$ cat config.mk
export PLATFORM = sky130hd
export DESIGN_NAME = rbt_xcvr
export DESIGN_NICKNAME = d
export VERILOG_FILES = /design/src/pkg/rbt_pkg.sv /design/src/logic/rbt_elem.sv /design/src/logic/rbt_xcvr.sv
export SDC_FILE = /design/constraint.sdc
export NUM_CORES = 1
export LEC_CHECK = 0
export ABC_AREA = 1
export ABC_CLOCK_PERIOD_IN_PS = 2300
export BUFFER_PORTS_ARGS = -buffer_cell sky130_fd_sc_hd__buf_2
export CAP_MARGIN = 20
export CORE_AREA = 10 10 128 130
export CTS_CLUSTER_SIZE = 14
export DETAILED_ROUTE_END_ITERATION = 8
export DIE_AREA = 0 0 138 140
export GPL_TIMING_DRIVEN = 0
export PLACE_DENSITY = 0.61
export SLEW_MARGIN = 10
export SYNTH_ARGS = -nofsm -noshare
export SYNTH_HDL_FRONTEND = slang
export SYNTH_SLANG_ARGS = --single-unit
$ cat constraint.sdc
create_clock -name ref_clk -period 2.3 [get_ports ref_clk]
set_input_delay 0.23 -clock ref_clk [delete_from_list [all_inputs] [get_ports ref_clk]]
set_output_delay 0.23 -clock ref_clk [all_outputs]
set_load 0.005 [all_outputs]
$ cat src/pkg/rbt_pkg.sv
// Package for the registered bus transceiver: pin bundles, state records,
// register offsets, field positions and reset values.
// Assumes one 125 MHz clock domain and an AHB-Lite register slave.
package rbt_pkg;

    localparam int RBT_DW = 8;
    localparam int RBT_AW = 8;

    localparam logic [RBT_AW-1:0] RBT_CTRL_OFF = 8'h00;
    localparam logic [RBT_AW-1:0] RBT_STAT_OFF = 8'h04;

    // Control register field positions.
    localparam int RBT_CTRL_OUT_MODE = 0;
    localparam int RBT_CTRL_IN_MODE = 2;
    localparam int RBT_CTRL_RET = 4;
    localparam int RBT_CTRL_A_OE = 5;
    localparam int RBT_CTRL_B_EN = 6;
    localparam int RBT_CTRL_B_EN_N = 7;
    localparam int RBT_CTRL_SW_SRC = 8;
    localparam int RBT_CTRL_W = 9;
    localparam logic [RBT_CTRL_W-1:0] RBT_CTRL_RST = 9'h080;

    // Status register field positions.
    localparam int RBT_STAT_AB = 0;
    localparam int RBT_STAT_BA = 8;
    localparam int RBT_STAT_BLINE = 16;

    localparam logic [1:0] RBT_MODE_BUF = 2'h0;
    localparam logic [1:0] RBT_MODE_FF = 2'h1;
    localparam logic [1:0] RBT_MODE_LAT = 2'h2;

    typedef struct packed {
        logic b_en_n;
        logic b_en;
        logic a_oe;
        logic ret;
        logic [1:0] in_mode;
        logic [1:0] out_mode;
    } rbt_ctl_t;

    typedef struct packed {
        rbt_ctl_t ctl;
        logic clk_ab;
        logic clk_ba;
        logic [RBT_DW-1:0] a_in;
        logic [RBT_DW-1:0] b_in;
    } rbt_pin_t;

    typedef struct packed {
        logic [RBT_DW-1:0] q;
    } rbt_elem_st_t;

    typedef struct packed {
        rbt_pin_t sync1;
        rbt_pin_t sync2;
        logic clk_ab_prev;
        logic clk_ba_prev;
        logic [RBT_CTRL_W-1:0] ctrl;
        logic dp_wr;
        logic [RBT_AW-1:0] dp_addr;
        logic [31:0] hrdata;
        logic [RBT_DW-1:0] a_out;
        logic a_oe;
        logic [RBT_DW-1:0] b_out;
        logic [RBT_DW-1:0] b_oe;
    } rbt_top_st_t;

    localparam rbt_pin_t RBT_PIN_RST = '0;

endpackage

$ cat src/logic/rbt_elem.sv
// One direction's logic element: inverting buffer, edge flip-flop or latch.
// Assumes the clock/latch enable has already been synchronised to ref_clk.
`timescale 1ns/1ns
`default_nettype none
module rbt_elem
    import rbt_pkg::*;
(
    input wire logic ref_clk,
    input wire logic rstn,
    input wire logic [1:0] mode,
    input wire logic le,
    input wire logic rise,
    input wire logic [RBT_DW-1:0] din,
    output logic [RBT_DW-1:0] dout
);

    rbt_elem_st_t s_q;
    rbt_elem_st_t s_d;

    // The stored value keeps loading whatever the port enables do.
    always_comb begin
        s_d = s_q;
        dout = s_q.q;
        unique casez (mode)
            2'b00: begin
                dout = ~din;
            end
            2'b01: begin
                if (rise) begin
                    s_d.q = ~din;
                end
            end
            2'b1?: begin
                if (le) begin
                    s_d.q = ~din;
                    dout = ~din;
                end
            end
        endcase
    end

    always_ff @(posedge ref_clk or negedge rstn) begin
        if (!rstn) begin
            s_q <= '0;
        end else begin
            s_q <= s_d;
        end
    end
endmodule // rbt_elem
`default_nettype wire

$ cat src/logic/rbt_xcvr.sv
// Eight-bit registered bus transceiver with an AHB-Lite control slave.
// Assumes all pins are asynchronous to ref_clk and the B lines are pulled up.
//
// Operation
// - Eight bits each way: split A in and out buses, one shared open-drain B.
// - Two mode bits per direction: 00 buffer, 01 flip-flop, 1X latch.
// - Buffer mode passes the inverted element input straight through.
// - Flip-flop mode captures the inverted input on its clock's rising edge.
// - Latch mode passes inverted input while enable high, holds while low.
// - Return path off: B-port data feeds the B-to-A element.
// - Return path on: the A-to-B element output feeds the B-to-A element.
// - A output floats while its enable is low, drives B-to-A result when high.
// - B port drives only with B enable high and its inverted enable low.
// - Both elements load or hold data whatever their output enables are.
`timescale 1ns/1ns
`default_nettype none
module rbt_xcvr
    import rbt_pkg::*;
(
    input wire logic ref_clk,
    input wire logic rstn,
    input wire logic [RBT_DW-1:0] a_side_in,
    output logic [RBT_DW-1:0] a_side_out,
    output logic a_side_out_oe,
    input wire logic [RBT_DW-1:0] b_line_in,
    output logic [RBT_DW-1:0] b_line_out,
    output logic [RBT_DW-1:0] b_line_oe,
    input wire logic outbound_sel_hi,
    input wire logic outbound_sel_lo,
    input wire logic inbound_sel_hi,
    input wire logic inbound_sel_lo,
    input wire logic outbound_clk_le,
    input wire logic inbound_clk_le,
    input wire logic return_path_sel,
    input wire logic a_out_enable,
    input wire logic b_drive_enable,
    input wire logic b_drive_enable_n,
    input wire logic hsel,
    input wire logic [31:0] haddr,
    input wire logic [1:0] htrans,
    input wire logic hwrite,
    input wire logic [2:0] hsize,
    input wire logic [31:0] hwdata,
    input wire logic hready,
    output logic hreadyout,
    output logic hresp,
    output logic [31:0] hrdata
);

    rbt_top_st_t s_q;
    rbt_top_st_t s_d;
    rbt_pin_t pins;
    rbt_ctl_t eff;
    rbt_ctl_t sw_ctl;
    logic [RBT_DW-1:0] ab_res;
    logic [RBT_DW-1:0] ba_res;
    logic [RBT_DW-1:0] ba_din;
    logic rise_ab;
    logic rise_ba;
    logic addr_ok;
    logic [31:0] rd_val;
    logic hreadyout_q;
    logic hresp_q;

    // Every transceiver pin enters through two flops before any logic looks at it; the AHB inputs are used directly.
    always_comb begin
        pins.ctl.out_mode = {outbound_sel_hi, outbound_sel_lo};
        pins.ctl.in_mode = {inbound_sel_hi, inbound_sel_lo};
        pins.ctl.ret = return_path_sel;
        pins.ctl.a_oe = a_out_enable;
        pins.ctl.b_en = b_drive_enable;
        pins.ctl.b_en_n = b_drive_enable_n;
        pins.clk_ab = outbound_clk_le;
        pins.clk_ba = inbound_clk_le;
        pins.a_in = a_side_in;
        pins.b_in = b_line_in;
    end

    assign sw_ctl = s_q.ctrl[RBT_CTRL_B_EN_N:0];
    // Software may take the controls over from the pins, for bring-up.
    assign eff = s_q.ctrl[RBT_CTRL_SW_SRC] ? sw_ctl : s_q.sync2.ctl;
    assign rise_ab = s_q.sync2.clk_ab & ~s_q.clk_ab_prev;
    assign rise_ba = s_q.sync2.clk_ba & ~s_q.clk_ba_prev;
    assign ba_din = eff.ret ? ab_res : s_q.sync2.b_in;

    // Elements see no output enable at all, so they run regardless.
    rbt_elem u_ab (
        .ref_clk(ref_clk),
        .rstn(rstn),
        .mode(eff.out_mode),
        .le(s_q.sync2.clk_ab),
        .rise(rise_ab),
        .din(s_q.sync2.a_in),
        .dout(ab_res)
    );

    rbt_elem u_ba (
        .ref_clk(ref_clk),
        .rstn(rstn),
        .mode(eff.in_mode),
        .le(s_q.sync2.clk_ba),
        .rise(rise_ba),
        .din(ba_din),
        .dout(ba_res)
    );

    assign addr_ok = hsel & hready & htrans[1];

    always_comb begin
        rd_val = 32'h0000_0000;
        if (haddr[RBT_AW-1:0] == RBT_CTRL_OFF) begin
            rd_val[RBT_CTRL_W-1:0] = s_q.ctrl;
        end else if (haddr[RBT_AW-1:0] == RBT_STAT_OFF) begin
            rd_val[RBT_STAT_AB +: RBT_DW] = ab_res;
            rd_val[RBT_STAT_BA +: RBT_DW] = ba_res;
            rd_val[RBT_STAT_BLINE +: RBT_DW] = s_q.sync2.b_in;
        end
    end

    always_comb begin
        s_d = s_q;
        s_d.sync1 = pins;
        s_d.sync2 = s_q.sync1;
        s_d.clk_ab_prev = s_q.sync2.clk_ab;
        s_d.clk_ba_prev = s_q.sync2.clk_ba;
        // Write data arrives one cycle after its address phase.
        if (s_q.dp_wr && s_q.dp_addr == RBT_CTRL_OFF) begin
            s_d.ctrl = hwdata[RBT_CTRL_W-1:0];
        end
        s_d.dp_wr = addr_ok & hwrite;
        s_d.dp_addr = haddr[RBT_AW-1:0];
        if (addr_ok && !hwrite) begin
            s_d.hrdata = rd_val;
        end
        // The A bus is a registered copy, so it trails the element by one.
        s_d.a_out = ba_res;
        s_d.a_oe = eff.a_oe;
        s_d.b_out = '0;
        if (eff.b_en && !eff.b_en_n) begin
            s_d.b_oe = ~ab_res;
        end else begin
            s_d.b_oe = '0;
        end
    end

    always_ff @(posedge ref_clk or negedge rstn) begin
        if (!rstn) begin
            s_q.sync1 <= RBT_PIN_RST;
            s_q.sync2 <= RBT_PIN_RST;
            s_q.clk_ab_prev <= 1'b0;
            s_q.clk_ba_prev <= 1'b0;
            s_q.ctrl <= RBT_CTRL_RST;
            s_q.dp_wr <= 1'b0;
            s_q.dp_addr <= '0;
            s_q.hrdata <= 32'h0000_0000;
            s_q.a_out <= '0;
            s_q.a_oe <= 1'b0;
            s_q.b_out <= '0;
            s_q.b_oe <= '0;
            hreadyout_q <= 1'b0;
            hresp_q <= 1'b0;
        end else begin
            s_q <= s_d;
            hreadyout_q <= 1'b1;
            hresp_q <= 1'b0;
        end
    end

    assign a_side_out = s_q.a_out;
    assign a_side_out_oe = s_q.a_oe;
    assign b_line_out = s_q.b_out;
    assign b_line_oe = s_q.b_oe;
    assign hrdata = s_q.hrdata;
    assign hreadyout = hreadyout_q;
    assign hresp = hresp_q;
endmodule // rbt_xcvr
`default_nettype wire

==> impl_metrics.ini <==
[status]
status = complete, no violations

[clock_network]
clk_path_buf_depth = 2
htree_levels = 4
worstSkewPairLatency_ns = 0.42
cts_setup_buffers = 0
ctsResizeCount = 0
cts_tree = done
numCtsBuffers = 17
clkTransAtPathRegs_ns = 0.06
root_buffer = clkbuf_16
cts_sinks = 130

[power]
ir_drop_uv = 423
power_mw = 5.63
leakage_nw = 3.74
p_per_area_nw_per_um2 = 790

[global_routing]
grt_max_degree = 78
track_usage_pct = 12.9
grt_pass1_vias = 4066
antenna_found_initial = 0
grt-ovfl-total = 0
grt_pass1_wl_mm = 20.5

[logic_synthesis]
synth-seq-area-share_pct = 60.3
syn_area_per_cell_um2 = 10.2
synth.area.mux_share_pct = 0
async_reset_ff_share_pct = 100
synth.distinct_cells = 36
yosys.area_share.simple_pct = 18.9
syn-instance-count = 530
syn-cell-area_um2 = 5400
synthXorXnorAreaFrac_pct = 0
synth-edff-count = 0
synth_compound_area_share_pct = 7.60
synth_warnings = 0
ys_ff_latch = 130
synth_fa_ha_area_share_pct = 0
ys.flop_type = dfrtp_1
synth_top_family_by_area = simple AND/OR/NAND/NOR gates

[placement]
dp_hpwl_mm = 8.78
place_congestion = 0.821
io_buffers = 90
dp_slack_ns = 0.345

[timing]
fmax_mhz = 522
worstMarginPinSlew_ns = 0.687
hold_violations = 0
post-route-period-util_pct = 83.3
skew_ns = 0.0109
rsz0062_at_grt = no
setup_violations = 0
fin_ws_ns = 0.384
final_max_slew_viol_count = 0
max_slew_margin_pct = 53.9
period_needed_ns = 1.92

[setup_path]
slowest_stage = nor3_2
setup.worst_path.end_class = flop
crit_path_cell_trace = nor4_1 -> nand3_1 -> nor3_2 -> clkbuf_2 -> o21ai_0
r2r_setup_slack_ns = 0.38
startpoint_type = flop
slowest_delay_ns = 0.54
worst_ep_arrival_time_ns = 2.20
crit_type = flop to flop
crit_required_ns = 2.58
worstPathMaxFanout = 10

[die]
io_pins = 159
fp.dieW_um = 138
die_height_um = 140
core_um2 = 13800
die-area_um2 = 19300
start_util_pct = 39.2
std_cell_rows = 43

[run]
drv_cap = 0

[route]
drc = 0
drtAntennaViolNets = 0
vias = 3875
drt-total-wl_mm = 12.3
wl_per_cell_um = 14.0
drt-initial-drc-count = 304
drt-vias-per-instance = 4.38
drtPass1Iterations = 4

[layout]
nets = 791
area_growth_pct = 32.0
drive_gt1_share_pct = 31.0
antenna_cells = 0
finish.utilization_pct = 51.7

[worst_hold_path]
hold_class = input port to flop
synthesized netlist by cell type (4+ instances only):
cell type	number	area [µm²]
nand2_1	113	424
buf_4	57	428
nand3_1	41	205
inv_1	49	184
nor2_1	27	101
buf_6	5	56.3
nand2_4	4	45.0
o211ai_1	8	60.1
and2_1	14	87.6
dfrtp_1	129	3230
o21ai_0	28	140
nand2_2	4	25.0
or2_2	7	43.8
a31oi_1	12	75.1
flip-flops by register name, summed over array words and instances, names as in the netlist:
name and cells:
s_q 44, b_line_oe 8, s_d 28, hrdata 24
hreadyout 1, a_side_out 8, u_ab.s_q 8, u_ba.s_q 8
a_side_out_oe 1
final timing paths:
kind | cells past startpoint | from | endpoint
setup / recovery | 5 | s_q[58]$_DFF_PN0_ | s_q[66]$_DFFE_PN0P_
setup reg to reg | 5 | s_q[58]$_DFF_PN0_ | s_q[66]$_DFFE_PN0P_
max in group asynchronous | 3 | rstn | s_q[73]$_DFFE_PN1P_
hold / removal | 3 | hwdata[6] | s_q[72]$_DFFE_PN0P_
hold reg to reg | 0 | s_d[80]$_DFF_PN0_ | s_q[80]$_DFF_PN0_
min in group asynchronous | 2 | rstn | u_ab.s_q[4]$_DFFE_PN0P_
area by class of cell:
class                           count  area [µm²]
Tap cell                          180         225
Multi-Input combinational cell    297        1500
Clock inverter                     10         131
Inverter                           51         194
Sequential cell                   130        3250
Timing Repair Buffer              126         835
Fill cell                        1313        6650
Clock buffer                       22         474
Buffer                             68         512
placed cells by master, fill, tap and decap left out, drive strengths merged:
master | synthesis | layout
nor4 | 1 | 1
clkbuf | 4 | 26
o21ai | 31 | 31
dfrtp | 129 | 129
nand3 | 43 | 43
nand4 | 1 | 1
clkinv | 1 | 7
clkinvlp | 0 | 1
o31ai | 2 | 2
or2 | 7 | 7
o211ai | 9 | 9
a31oi | 14 | 14
conb | 2 | 18
bufinv | 0 | 3
and2 | 14 | 14
dlygate4sd3 | 0 | 35
inv | 50 | 50
dfstp | 1 | 1
nand3b | 2 | 2
buf | 64 | 155
nor2 | 29 | 29
nor3 | 3 | 3
o32ai | 1 | 1
nand2 | 121 | 121
a22o | 1 | 1
stage by stage:
| step | setup TNS (ns) | cells | instance area (µm²) | hold WS (ns) |
|---|---|---|---|---|
| after floorplan | 0 | 546 | 5460 | -0.0656 |
| after global placement | -81.37 | 816 | 6130 | 0.335 |
| after detailed placement | 0 | 817 | 6170 | 0.215 |
| after CTS | 0 | 884 | 7120 | 0.00981 |
| after global routing | 0 | 884 | 7120 | 0.0286 |
| final | 0 | 884 | 7120 | 0.0224 |
power breakdown:
part / internal, mW / switching [mW] / leakage (nW)
registers: 2.40 / 0.0482 / 1.57
logic: 0.207 / 0.228 / 1.87
clock network: 1.78 / 0.962 / 0.300
total: 4.39 / 1.24 / 3.74
critical path: cells and delay by family, from the launching register on:
kind | cells | cell delay, ns
flops | 1 | 0.36
buf+inv | 1 | 0.35
simple gates | 3 | 0.96
compound gates | 1 | 0.12
layer usage:
| layer | GRT usage [%] | share of wire (%) | routed length (µm) | vias up |
|---|---|---|---|---|
| met2 | 21.5 | 51 | 6310 | 92 |
| li1 | - | - | - | 1940 |
| met1 | 15.6 | 43 | 5320 | 1830 |
| met3 | 3.25 | 4.6 | 565 | 13 |
| met4 | 5.55 | 1.2 | 150 | 0 |
| met5 | 0 | 0 | 0 | - |
kinds of logic after synthesis:
group / Yosys count
buffers and inverters: 119
AOI/OAI and AO/OA: 58
and+or+nand+nor: 221
other: 2
DFF: 130
timing repair:
| action | CTS | global route |
|---|---|---|
| endpoints found under the hold margin | 87 | 0 |
| hold buffers | 35 | 0 |
| endpoints found under the setup margin | 0 | 0 |
(Power assumes the default switching activity.)
